**config.mk**
```make
export PLATFORM = sky130hd
export DESIGN_NAME = acd_clock_divider
export DESIGN_NICKNAME = d
export VERILOG_FILES = /design/src/design/acd_unused_placeholder_never.sv /design/src/design/acd_pkg.sv /design/src/design/acd_clock_divider.sv
export SDC_FILE = /design/constraint.sdc
export NUM_CORES = 1
export LEC_CHECK = 0
export BUFFER_PORTS_ARGS = -buffer_cell sky130_fd_sc_hd__buf_2
export CORE_ASPECT_RATIO = 1.5
export CORE_UTILIZATION = 40
export DETAILED_ROUTE_END_ITERATION = 8
export GPL_TIMING_DRIVEN = 1
export PLACE_DENSITY = 0.69
export SYNTH_ARGS = -nofsm -noshare
export SYNTH_HDL_FRONTEND = slang
export SYNTH_SLANG_ARGS = --single-unit
```
**constraint.sdc**
```tcl
create_clock -name mclk -period 2.2 [get_ports mclk]
set_input_delay 0.33 -clock mclk [delete_from_list [all_inputs] [get_ports mclk]]
set_output_delay 0.33 -clock mclk [all_outputs]
set_load 0.01 [all_outputs]
```
**src/design/acd_unused_placeholder_never.sv**
```systemverilog
// Empty by intent; holds no logic.
`timescale 1ns/1ps
`default_nettype none
`default_nettype wire

```
**src/design/acd_pkg.sv**
```systemverilog
// Package for the audio clock divider configuration block: offsets, fields, resets and carriers.
package acd_pkg;

   // Printed register indices; byte address on the bus is four times the index.
   localparam logic [7:0] ACD_IDX_CONV    = 8'h1C;
   localparam logic [7:0] ACD_IDX_CP      = 8'h1D;
   localparam logic [7:0] ACD_IDX_OSR     = 8'h1E;
   localparam logic [7:0] ACD_IDX_BCLK    = 8'h20;
   localparam logic [7:0] ACD_IDX_LRCK    = 8'h21;
   localparam logic [7:0] ACD_IDX_MODE    = 8'h22;
   localparam logic [7:0] ACD_IDX_AUTOSET = 8'h25;

   // Bus widths and response codes.
   localparam int         ACD_ADDR_W      = 10;
   localparam logic [1:0] ACD_RESP_OKAY   = 2'h0;
   localparam logic [1:0] ACD_RESP_SLVERR = 2'h2;

   // Field positions inside the mode and autoset registers.
   localparam int ACD_I16_BIT         = 4;
   localparam int ACD_SPEED_LSB       = 0;
   localparam int ACD_AUTOSET_DIS_BIT = 1;

   // Values after reset.
   localparam logic [6:0] ACD_CONV_RST        = 7'h01;
   localparam logic [6:0] ACD_CP_RST          = 7'h01;
   localparam logic [6:0] ACD_OSR_RST         = 7'h01;
   localparam logic [6:0] ACD_BCLK_RST        = 7'h00;
   localparam logic [7:0] ACD_LRCK_RST        = 8'h00;
   localparam logic       ACD_I16_RST         = 1'b0;
   localparam logic [2:0] ACD_SPEED_RST       = 3'h4;
   localparam logic       ACD_AUTOSET_DIS_RST = 1'b0;

   // Legal sample-rate speed-mode codes.
   localparam logic [2:0] ACD_SPEED_48K = 3'h3;
   localparam logic [2:0] ACD_SPEED_96K = 3'h4;
   localparam logic [2:0] ACD_SPEED_32K = 3'h7;

   // Divider and speed settings that automatic setup may override.
   typedef struct packed {
      logic [6:0] converter_clock_divider;
      logic [6:0] charge_pump_clock_divider;
      logic [6:0] oversample_clock_divider;
      logic [2:0] sample_rate_speed_mode;
   } acd_clk_cfg_t;

   // Complete software-visible register state.
   typedef struct packed {
      acd_clk_cfg_t clk;
      logic [6:0]   master_bit_clock_divider;
      logic [7:0]   master_frame_clock_divider;
      logic         interpolation_16x_select;
      logic         autoset_disable;
   } acd_regs_t;

   localparam acd_regs_t ACD_REGS_RST = '{
      clk: '{converter_clock_divider: ACD_CONV_RST, charge_pump_clock_divider: ACD_CP_RST,
             oversample_clock_divider: ACD_OSR_RST, sample_rate_speed_mode: ACD_SPEED_RST},
      master_bit_clock_divider: ACD_BCLK_RST,
      master_frame_clock_divider: ACD_LRCK_RST,
      interpolation_16x_select: ACD_I16_RST,
      autoset_disable: ACD_AUTOSET_DIS_RST};

endpackage : acd_pkg

```
**src/design/acd_clock_divider.sv**
```systemverilog
// Clock divider configuration registers behind AXI4-Lite and the divider tick generators.
//
// Functional notes
// RL1 - Converter clock is source clock divided by seven-bit field plus one, 1 to 128.
// RL2 - Charge-pump clock is source clock divided by its field plus one, 1 to 128.
// RL3 - Oversampling clock is source clock divided by its field plus one, 1 to 128.
// RL4 - During automatic setup, programmed dividers and speed mode are replaced by internal values.
// RL5 - As serial master, bit clock is master clock divided by field plus one.
// RL6 - As serial master, frame clock is bit clock divided by eight-bit field plus one.
// RL7 - Interpolation select 0 gives eightfold, 1 gives sixteenfold; cleared at reset.
// RL8 - Speed mode codes 011, 100, 111 only; other codes are reserved.
// RL9 - Autoset disable bit 0 enables automatic setup; 1 means manual programming.
// RL10 - Reserved bits ignore writes and read back as zero.
//
// Implementation choice: the AXI4-Lite interface to the registers.
`timescale 1ns/1ps
`default_nettype none

module acd_clock_divider (
   // Clock and synchronous active-low reset.
   input  wire logic                        mclk,
   input  wire logic                        rst_n,
   // AXI4-Lite write address and data.
   input  wire logic [acd_pkg::ACD_ADDR_W-1:0] s_axi_awaddr,
   input  wire logic                        s_axi_awvalid,
   output logic                             s_axi_awready,
   input  wire logic [31:0]                 s_axi_wdata,
   input  wire logic [3:0]                  s_axi_wstrb,
   input  wire logic                        s_axi_wvalid,
   output logic                             s_axi_wready,
   // AXI4-Lite write response.
   output logic [1:0]                       s_axi_bresp,
   output logic                             s_axi_bvalid,
   input  wire logic                        s_axi_bready,
   // AXI4-Lite read.
   input  wire logic [acd_pkg::ACD_ADDR_W-1:0] s_axi_araddr,
   input  wire logic                        s_axi_arvalid,
   output logic                             s_axi_arready,
   output logic [31:0]                      s_axi_rdata,
   output logic [1:0]                       s_axi_rresp,
   output logic                             s_axi_rvalid,
   input  wire logic                        s_axi_rready,
   // Automatic setup engine and serial-port mode.
   input  wire acd_pkg::acd_clk_cfg_t       auto_cfg,
   input  wire logic                        serial_master_en,
   // Effective settings and divider ticks.
   output acd_pkg::acd_clk_cfg_t            clk_cfg_eff,
   output logic                             interp_16x,
   output logic                             autoset_active,
   output logic                             speed_reserved,
   output logic                             conv_tick,
   output logic                             cp_tick,
   output logic                             osr_tick,
   output logic                             bclk_tick,
   output logic                             lrck_tick
);
   import acd_pkg::*;

   // Byte address of a register index.
   function automatic logic [ACD_ADDR_W-1:0] reg_addr(input logic [7:0] idx);
      reg_addr = {idx, 2'b00};
   endfunction

   // True when the address selects a mapped register.
   function automatic logic is_mapped(input logic [ACD_ADDR_W-1:0] a);
      is_mapped = (a == reg_addr(ACD_IDX_CONV)) || (a == reg_addr(ACD_IDX_CP)) ||
                  (a == reg_addr(ACD_IDX_OSR)) || (a == reg_addr(ACD_IDX_BCLK)) ||
                  (a == reg_addr(ACD_IDX_LRCK)) || (a == reg_addr(ACD_IDX_MODE)) ||
                  (a == reg_addr(ACD_IDX_AUTOSET));
   endfunction

   // Register image for a read; unlisted and reserved bits stay zero.
   function automatic logic [31:0] read_word(input acd_regs_t r, input logic [ACD_ADDR_W-1:0] a);
      read_word = 32'h0000_0000;
      if (a == reg_addr(ACD_IDX_CONV))
         read_word[6:0] = r.clk.converter_clock_divider;
      else if (a == reg_addr(ACD_IDX_CP))
         read_word[6:0] = r.clk.charge_pump_clock_divider;
      else if (a == reg_addr(ACD_IDX_OSR))
         read_word[6:0] = r.clk.oversample_clock_divider;
      else if (a == reg_addr(ACD_IDX_BCLK))
         read_word[6:0] = r.master_bit_clock_divider;
      else if (a == reg_addr(ACD_IDX_LRCK))
         read_word[7:0] = r.master_frame_clock_divider;
      else if (a == reg_addr(ACD_IDX_MODE)) begin
         read_word[ACD_I16_BIT] = r.interpolation_16x_select;
         read_word[ACD_SPEED_LSB +: 3] = r.clk.sample_rate_speed_mode;
      end else if (a == reg_addr(ACD_IDX_AUTOSET))
         read_word[ACD_AUTOSET_DIS_BIT] = r.autoset_disable;
   endfunction

   // Register state after a write of the low byte; reserved bits are dropped.
   function automatic acd_regs_t apply_write(input acd_regs_t r, input logic [ACD_ADDR_W-1:0] a,
                                             input logic [7:0] d);
      apply_write = r;
      if (a == reg_addr(ACD_IDX_CONV))
         apply_write.clk.converter_clock_divider = d[6:0]; // RL10
      else if (a == reg_addr(ACD_IDX_CP))
         apply_write.clk.charge_pump_clock_divider = d[6:0];
      else if (a == reg_addr(ACD_IDX_OSR))
         apply_write.clk.oversample_clock_divider = d[6:0];
      else if (a == reg_addr(ACD_IDX_BCLK))
         apply_write.master_bit_clock_divider = d[6:0];
      else if (a == reg_addr(ACD_IDX_LRCK))
         apply_write.master_frame_clock_divider = d;
      else if (a == reg_addr(ACD_IDX_MODE)) begin
         apply_write.interpolation_16x_select = d[ACD_I16_BIT]; // RL7
         apply_write.clk.sample_rate_speed_mode = d[ACD_SPEED_LSB +: 3];
      end else if (a == reg_addr(ACD_IDX_AUTOSET))
         apply_write.autoset_disable = d[ACD_AUTOSET_DIS_BIT]; // RL9
   endfunction

   // Divider counter step: reload with the divide code at zero, else count down.
   function automatic logic [7:0] div_next(input logic [7:0] cnt, input logic [7:0] div);
      div_next = (cnt == 8'h00) ? div : cnt - 8'h01;
   endfunction

   acd_regs_t             regs_q,     regs_d;
   logic                  aw_got_q,   aw_got_d;
   logic                  w_got_q,    w_got_d;
   logic [ACD_ADDR_W-1:0] awaddr_q,   awaddr_d;
   logic [7:0]            wbyte_q,    wbyte_d;
   logic                  wen_q,      wen_d;
   logic                  bvalid_q,   bvalid_d;
   logic [1:0]            bresp_q,    bresp_d;
   logic                  rvalid_q,   rvalid_d;
   logic [1:0]            rresp_q,    rresp_d;
   logic [31:0]           rdata_q,    rdata_d;

   // Handshake readies: one write and one read in flight at a time.
   assign s_axi_awready = !aw_got_q && !bvalid_q;
   assign s_axi_wready  = !w_got_q && !bvalid_q;
   assign s_axi_arready = !rvalid_q;
   assign s_axi_bvalid  = bvalid_q;
   assign s_axi_bresp   = bresp_q;
   assign s_axi_rvalid  = rvalid_q;
   assign s_axi_rresp   = rresp_q;
   assign s_axi_rdata   = rdata_q;

   // Bus slave: address and data taken in either order, write commits when both are held.
   always_comb begin
      regs_d   = regs_q;
      aw_got_d = aw_got_q;
      w_got_d  = w_got_q;
      awaddr_d = awaddr_q;
      wbyte_d  = wbyte_q;
      wen_d    = wen_q;
      bvalid_d = bvalid_q && !s_axi_bready;
      bresp_d  = bresp_q;
      rvalid_d = rvalid_q && !s_axi_rready;
      rresp_d  = rresp_q;
      rdata_d  = rdata_q;
      if (s_axi_awvalid && s_axi_awready) begin
         aw_got_d = 1'b1;
         awaddr_d = s_axi_awaddr;
      end
      if (s_axi_wvalid && s_axi_wready) begin
         w_got_d = 1'b1;
         wbyte_d = s_axi_wdata[7:0];
         wen_d   = s_axi_wstrb[0];
      end
      if (aw_got_d && w_got_d) begin
         aw_got_d = 1'b0;
         w_got_d  = 1'b0;
         bvalid_d = 1'b1;
         bresp_d  = is_mapped(awaddr_d) ? ACD_RESP_OKAY : ACD_RESP_SLVERR;
         if (wen_d && is_mapped(awaddr_d))
            regs_d = apply_write(regs_q, awaddr_d, wbyte_d);
      end
      if (s_axi_arvalid && s_axi_arready) begin
         rvalid_d = 1'b1;
         rresp_d  = is_mapped(s_axi_araddr) ? ACD_RESP_OKAY : ACD_RESP_SLVERR;
         rdata_d  = read_word(regs_q, s_axi_araddr); // RL10
      end
   end

   // Bus slave and register state.
   always_ff @(posedge mclk) begin
      if (!rst_n) begin
         regs_q   <= ACD_REGS_RST; // RL7
         aw_got_q <= 1'b0;
         w_got_q  <= 1'b0;
         awaddr_q <= '0;
         wbyte_q  <= 8'h00;
         wen_q    <= 1'b0;
         bvalid_q <= 1'b0;
         bresp_q  <= ACD_RESP_OKAY;
         rvalid_q <= 1'b0;
         rresp_q  <= ACD_RESP_OKAY;
         rdata_q  <= 32'h0000_0000;
      end else begin
         regs_q   <= regs_d;
         aw_got_q <= aw_got_d;
         w_got_q  <= w_got_d;
         awaddr_q <= awaddr_d;
         wbyte_q  <= wbyte_d;
         wen_q    <= wen_d;
         bvalid_q <= bvalid_d;
         bresp_q  <= bresp_d;
         rvalid_q <= rvalid_d;
         rresp_q  <= rresp_d;
         rdata_q  <= rdata_d;
      end
   end

   acd_clk_cfg_t eff_q,       eff_d;
   logic         i16_q,       i16_d;
   logic         auto_q,      auto_d;
   logic         spd_rsv_q,   spd_rsv_d;
   logic [7:0]   conv_cnt_q,  conv_cnt_d;
   logic [7:0]   cp_cnt_q,    cp_cnt_d;
   logic [7:0]   osr_cnt_q,   osr_cnt_d;
   logic [7:0]   bclk_cnt_q,  bclk_cnt_d;
   logic [7:0]   lrck_cnt_q,  lrck_cnt_d;
   logic [4:0]   tick_q,      tick_d;

   assign clk_cfg_eff    = eff_q;
   assign interp_16x     = i16_q;
   assign autoset_active = auto_q;
   assign speed_reserved = spd_rsv_q;
   assign conv_tick      = tick_q[0];
   assign cp_tick        = tick_q[1];
   assign osr_tick       = tick_q[2];
   assign bclk_tick      = tick_q[3];
   assign lrck_tick      = tick_q[4];

   // Effective settings and divider counters; a new divide code takes hold at the next reload.
   always_comb begin
      eff_d     = regs_q.autoset_disable ? regs_q.clk : auto_cfg; // RL4
      auto_d    = !regs_q.autoset_disable; // RL9
      i16_d     = regs_q.interpolation_16x_select; // RL7
      spd_rsv_d = !((eff_q.sample_rate_speed_mode == ACD_SPEED_48K) || // RL8
                    (eff_q.sample_rate_speed_mode == ACD_SPEED_96K) ||
                    (eff_q.sample_rate_speed_mode == ACD_SPEED_32K));
      conv_cnt_d = div_next(conv_cnt_q, {1'b0, eff_q.converter_clock_divider}); // RL1
      cp_cnt_d   = div_next(cp_cnt_q, {1'b0, eff_q.charge_pump_clock_divider}); // RL2
      osr_cnt_d  = div_next(osr_cnt_q, {1'b0, eff_q.oversample_clock_divider}); // RL3
      bclk_cnt_d = 8'h00;
      lrck_cnt_d = 8'h00;
      if (serial_master_en) begin
         bclk_cnt_d = div_next(bclk_cnt_q, {1'b0, regs_q.master_bit_clock_divider}); // RL5
         lrck_cnt_d = tick_q[3] ? div_next(lrck_cnt_q, regs_q.master_frame_clock_divider) : lrck_cnt_q; // RL6
      end
      tick_d[0] = (conv_cnt_d == 8'h00);
      tick_d[1] = (cp_cnt_d == 8'h00);
      tick_d[2] = (osr_cnt_d == 8'h00);
      tick_d[3] = serial_master_en && (bclk_cnt_d == 8'h00);
      tick_d[4] = tick_d[3] && (lrck_cnt_d == 8'h00);
   end

   // Effective settings and divider counter registers.
   always_ff @(posedge mclk) begin
      if (!rst_n) begin
         eff_q      <= ACD_REGS_RST.clk;
         i16_q      <= ACD_I16_RST;
         auto_q     <= 1'b0;
         spd_rsv_q  <= 1'b0;
         conv_cnt_q <= 8'h00;
         cp_cnt_q   <= 8'h00;
         osr_cnt_q  <= 8'h00;
         bclk_cnt_q <= 8'h00;
         lrck_cnt_q <= 8'h00;
         tick_q     <= 5'h00;
      end else begin
         eff_q      <= eff_d;
         i16_q      <= i16_d;
         auto_q     <= auto_d;
         spd_rsv_q  <= spd_rsv_d;
         conv_cnt_q <= conv_cnt_d;
         cp_cnt_q   <= cp_cnt_d;
         osr_cnt_q  <= osr_cnt_d;
         bclk_cnt_q <= bclk_cnt_d;
         lrck_cnt_q <= lrck_cnt_d;
         tick_q     <= tick_d;
      end
   end
endmodule : acd_clock_divider

`default_nettype wire

```
# Yosys cells after proc, flatten, opt, wreduce, memory -nomap -nowiden
# Cells that the tools add are included.
dict set report word_totals {
  ff_bits 148
  latchBits 0
  mem_bits_rw 0
  romBits 0
  in_bits 88
  mem_count 0
}
dict set report op_classes {
  addsub 5
  multipliers 0
  div_mod_pow 0
  magnitude_cmp 0
  n_eq_ne 17
  shift 0
  muxes 35
  bitwise 7
  n_reduce_logical 51
}
# operator n
set op_table {}
lappend op_table {{10-bit by 8-bit equality test with 1-bit output, second input constant} 8}
lappend op_table {{8-bit logical NOT} 10}
lappend op_table {{8-bit two-way mux} 9}
lappend op_table {{10-bit by 7-bit equality test with 1-bit output, second input constant} 6}
lappend op_table {{8-bit by 1-bit subtractor with 8-bit output, second input constant} 5}
lappend op_table {{7-bit two-way mux} 4}
lappend op_table {{24-bit two-way mux} 1}
lappend op_table {{1-bit two-way mux} 16}
lappend op_table {{1-bit logical OR} 14}
lappend op_table {{1-bit logical AND} 11}
lappend op_table {{10-bit two-way mux} 1}
lappend op_table {{9-bit AND reduction} 1}
lappend op_table {{1-bit logical NOT} 8}
lappend op_table {{8-bit AND reduction} 1}
lappend op_table {{1-bit NOT} 7}
lappend op_table {{7-bit AND reduction} 1}
lappend op_table {{3-bit equality test, second input constant} 2}
lappend op_table {{3-bit two-way mux} 2}
lappend op_table {{6-bit AND reduction} 1}
lappend op_table {{5-bit AND reduction} 1}
lappend op_table {{2-bit two-way mux} 2}
lappend op_table {{4-bit AND reduction} 1}
lappend op_table {{3-bit by 2-bit equality test with 1-bit output, second input constant} 1}
lappend op_table {{3-bit AND reduction} 1}
lappend op_table {{2-bit OR reduction} 1}

# Logic depth before layout (Yosys ltp)
dict set report depth {
  ltp_word 13
  depth_mapped 10
  mapped_depth_nobuf 8
}

# Worst setup path before layout
# OpenSTA, ideal clock, no wires.
dict set report synth_timing {
  path_type {reg2reg}
  startpoint {register bclk_cnt_q[0]}
  endpoint {register tick_q[4]}
  arrival_ns 2.044
  required_time_ns 2.084
  setup_slack_ns 0.039
  path_stages_with_launch 11
  period_less_slack_ns 2.161
  cell_sequence {dfxtp_1 -> inv_1 -> ha_1 -> or4b_1 -> clkbuf_1 -> or2_0 -> buf_2 -> a211oi_1 -> a2111oi_0 -> and3_1 -> a21boi_1}
}
dict set report synth_via {
  elab_chain_cells 6
  word_cells_on_any_way 7
}
# item line
set synth_rtl {}
lappend synth_rtl {{start, declared} acd_clock_divider.sv:213} ;# logic [7:0] bclk_cnt_q, bclk_cnt_d;
lappend synth_rtl {{start signal, assigned} acd_clock_divider.sv:272} ;# bclk_cnt_q <= bclk_cnt_d;
lappend synth_rtl {{8-bit by 1-bit subtractor with 8-bit output / 8-bit logical NOT (equally long branches)} acd_clock_divider.sv:115} ;# div_next = (cnt == 8'h00) ? div : cnt - 8'h01;
lappend synth_rtl {{8-bit two-way mux *} acd_clock_divider.sv:115}
lappend synth_rtl {{8-bit two-way mux *} acd_clock_divider.sv:240} ;# if (serial_master_en) begin
lappend synth_rtl {{8-bit logical NOT *} acd_clock_divider.sv:247} ;# tick_d[3] = serial_master_en && (bclk_cnt_d == 8'h00);
lappend synth_rtl {{1-bit logical AND *} acd_clock_divider.sv:247}
lappend synth_rtl {{1-bit logical AND *} acd_clock_divider.sv:248} ;# tick_d[4] = tick_d[3] && (lrck_cnt_d == 8'h00);
lappend synth_rtl {{end signal, assigned} acd_clock_divider.sv:274} ;# tick_q <= tick_d;
lappend synth_rtl {{end, declared} acd_clock_divider.sv:215} ;# logic [4:0] tick_q, tick_d;
# Every way passes the cells marked *; elsewhere a longest branch is shown, timed or not.
# A chain may end at the register's enable or synchronous reset.

# Worst setup path in the final report
dict set report layout_timing {
  startpoint {register bclk_cnt_q[2]}
  endpoint {register tick_q[4]}
}
# The elaborated chain is that of the path after synthesis.

==> results.py <==
metrics = {
    "outcome": {
        "status": "completed",
    },
    "power_and_ir_drop": {
        "swShare_pct": 33.8,
        "p_per_area_nw_per_um2": 1160,
        "clockPowerShare_pct": 30.3,
        "p_switching_uw": 3440,
        "p_seq_share_pct": 32.3,
        "power_frac_comb_pct": 37.4,
        "ir_drop_v": 0.000701,
        "p_leak_uw": 0.00371,
        "intPower_uw": 6730,
    },
    "logic_synthesis": {
        "ys_async_sr_fraction_pct": 0,
        "netlist-cell-type-count": 74,
        "synthFlopType": "dfxtp_1",
        "syn_area_um2": 6980,
        "avgSynthCellArea_um2": 8.56,
        "yosys_register_bits": 146,
        "synth-edff-count": 0,
        "ys_warn_count": 0,
        "seq_area_frac_synth_pct": 41.9,
        "synthCells": 815,
    },
    "sta": {
        "finalCriticalPeriod_ns": 2.11,
        "setup_viol": 0,
        "rsz0062_at_grt": "false",
        "maxSlewViolCount": 0,
        "finalCritPeriodShare_pct": 96.0,
        "fin_skew_ns": 0.00720,
        "fmax_ghz": 0.473,
        "hold_viol": 0,
        "tightest_slew_ns": 0.670,
        "relSlewSlack_pct": 55.2,
    },
    "route": {
        "vias": 6393,
        "drtPass1Iterations": 5,
        "drtAntennaViolNets": 0,
        "drc": 0,
        "detail_route.iter0.violations": 425,
        "wl_per_cell_um": 16.3,
        "wl_um": 19300,
        "viasPerCell": 5.40,
    },
    "cts": {
        "clock-sinks": 146,
        "clk_latency_ns": 0.42,
        "clockBufferDepth": 2,
        "clock_tree.root_cell": "clkbuf_16",
        "cts_made_buffers": 17,
        "path_clk_slew_ns": 0.06,
        "cts_tree": "yes",
        "h-tree-depth": 4,
    },
    "layout": {
        "area_growth_syn_to_layout_pct": 25.5,
        "diodes": 0,
        "fillCellCount": 1592,
        "nNetsFinal": 1058,
        "fin_cells": 1183,
        "finish.instance_area_um2": 8760,
        "fin_util_pct": 51.8,
        "drive_gt1_share_pct": 25.9,
    },
    "grt": {
        "grt_pass1_vias": 6080,
        "grt-ovfl-total": 0,
        "grt_first_pass_wirelength_um": 29900,
        "grt.total_usage_pct": 21.9,
        "grt_start_max_net_pins": 52,
        "antenna_found_initial": 1,
    },
    "place": {
        "dp_cells": 1147,
        "detailed_place_hpwl_um": 14200,
        "placed_area_um2": 7960,
        "port_buffers": 107,
        "place.gp.congestion": 0.896,
    },
    "min_path": {
        "min_to": "s_axi_rvalid",
        "hold_class": "in2reg",
        "min_from": "s_axi_rready",
        "min_path_cells": 2,
    },
    "critical_path": {
        "cp_slowest_stage_delay_ns": 0.54,
        "cp_cell_sequence": "buf_6, or4_4, buf_6, or3_4, nand3_2, o211ai_1, and3_4, a21boi_2",
        "worst-r2r-cell-count": 8,
        "r2r-end": "tick_q[4]",
        "reg2reg_setup_slack_ns": 0.09,
        "crit_top_cell": "buf_6",
        "startpoint": "bclk_cnt_q[2]",
        "timing.rr.start": "bclk_cnt_q[2]",
        "crit_arrival_ns": 2.42,
        "path_class": "reg2reg",
        "critPathCaptureType": "flop",
        "critPathRequiredTime_ns": 2.51,
        "critPathLaunchType": "flop",
        "cp_max_fo": 5,
        "cpMaxStageDelayCell": "or4_4",
    },
    "die": {
        "start_util_pct": 41.3,
        "die_w_um": 110,
        "rows": 58,
        "dieArea_um2": 18000,
        "ioPinCount": 161,
        "core_area_um2": 16900,
        "die_y_um": 164,
    },
    "run": {
        "maxCapViolations": 0,
    },
}
final cells by class:
cell class / count / area (µm²) / share of cell area [%]
multi-input cells: 600 / 3800 / 43.4
well taps: 210 / 263 / 3.00
flip-flops and latches: 146 / 2930 / 33.4
clock inverters: 13 / 181 / 2.07
inverters: 25 / 93.8 / 1.07
repair buffers: 170 / 1040 / 11.9
clock buffers: 19 / 453 / 5.17
critical path: cells and delay by family, from the launching register on:
| kind | cells | cell delay, ns |
|---|---|---|
| AO/OA/AOI/OAI | 2 | 0.26 |
| buffers and inverters | 2 | 0.26 |
| flip-flops | 1 | 0.33 |
| AND/OR/NAND/NOR | 4 | 1.14 |
sequential cells by signal, indices dropped and copies added (netlist names), 5 cells and up:
signal,cells
bclk_cnt_q,8
lrck_cnt_q,8
tick_q,5
s_axi_rdata,8
cp_cnt_q,8
wbyte_q,8
regs_q,40
osr_cnt_q,8
awaddr_q,10
conv_cnt_q,8
clk_cfg_eff,24
Yosys cell counts, types with 6 or more instances:
cell / number / area (µm²)
dfxtp_1: 146 / 2920
nor2_1: 110 / 413
nand2_1: 66 / 248
a21oi_1: 51 / 255
mux2i_1: 46 / 460
o21ai_0: 32 / 160
clkbuf_1: 29 / 109
buf_4: 26 / 195
nand3_1: 26 / 130
inv_1: 24 / 90.1
a211oi_1: 23 / 173
nor3_1: 20 / 100
and2_1: 14 / 87.6
xnor2_1: 11 / 96.3
ha_1: 10 / 125
nor2b_1: 10 / 62.6
or3_1: 10 / 62.6
or4_1: 9 / 67.6
mux2_2: 8 / 90.1
o21ai_1: 8 / 40.0
nand4_1: 7 / 43.8
nor4_1: 7 / 43.8
a31oi_1: 6 / 37.5
and3_1: 6 / 37.5
buf_2: 6 / 30.0
nor3b_1: 6 / 45.0
stage by stage:
step                      total power [µW]  worst slack, ns  TNS [ns]  hold WS [ns]
after global routing                 10800          0.00276         0        0.0918
after detailed placement              6680           -0.160     -1.48         0.446
final                                10200           0.0875         0        0.0950
after floorplan                       5640           0.0392         0         0.421
after CTS                             9930         -0.00543  -0.00543        0.0771
after global placement                6610          -0.0938    -0.687         0.447
worst max-delay path by stage:
stage                       endpoint  slack (ns)  cells after the start
after floorplan            tick_q[4]        0.04                     10
after global placement     tick_q[4]       -0.09                      8
after detailed placement  regs_q[20]       -0.16                      9
after CTS                  tick_q[4]      -0.005                      8
after global routing       regs_q[9]       0.003                     10
final                      tick_q[4]        0.09                      8
routing by layer:
layer	vias to the layer above	share of wire, %	track usage, %
met4	0	2.9	10.3
met2	223	51	38.8
met1	3003	40	24.1
li1	3131	-	-
met5	-	0	0
met3	36	6.2	5.16
cell families (layout without fill, tap and decap cells):
| kind of cell | after synthesis | in the layout | synth area share (%) |
|---|---|---|---|
| and+or+nand+nor | 325 | 325 | 23.5 |
| AOI/OAI and AO/OA | 168 | 168 | 15.7 |
| DFF | 146 | 146 | 41.9 |
| buffers and inverters | 94 | 227 | 6.89 |
| muxes | 55 | 55 | 8.11 |
| xor gates and xnor gates | 16 | 16 | 2.01 |
| adders and majority gates | 10 | 10 | 1.79 |
| other | 1 | 26 | 0.0538 |
cell usage in the layout (no fill, tap or decap), drive strengths merged, types with 7 or more instances in the layout:
master    n
nor3b     7
conb     26
dfxtp   146
nor2b    10
or3      10
o21ai    40
a21oi    52
nor4      8
buf     170
nand3    27
mux2i    46
and2     14
nand4     7
nand2    68
xnor2    11
or4       9
nor3     22
mux2      9
a211oi   24
clkbuf   19
inv      26
ha       10
nor2    110
power by group through the flow:
stage | registers [µW] | logic [µW] | clock network (µW)
finish | 3290 | 3800 | 3080
global route | 3330 | 4200 | 3260
CTS | 3270 | 3530 | 3130
detailed placement | 3320 | 3360 | 0
global placement | 3310 | 3300 | 0
floorplan | 3310 | 2340 | 0
timing repair:
item                       CTS  global route
hold buffers                 0             0
pin swaps                    3             7
setup endpoints to repair   15            26
gates resized for setup      9            27
buffers inserted             0             5
No activity file was read; power rests on OpenSTA's default activity.
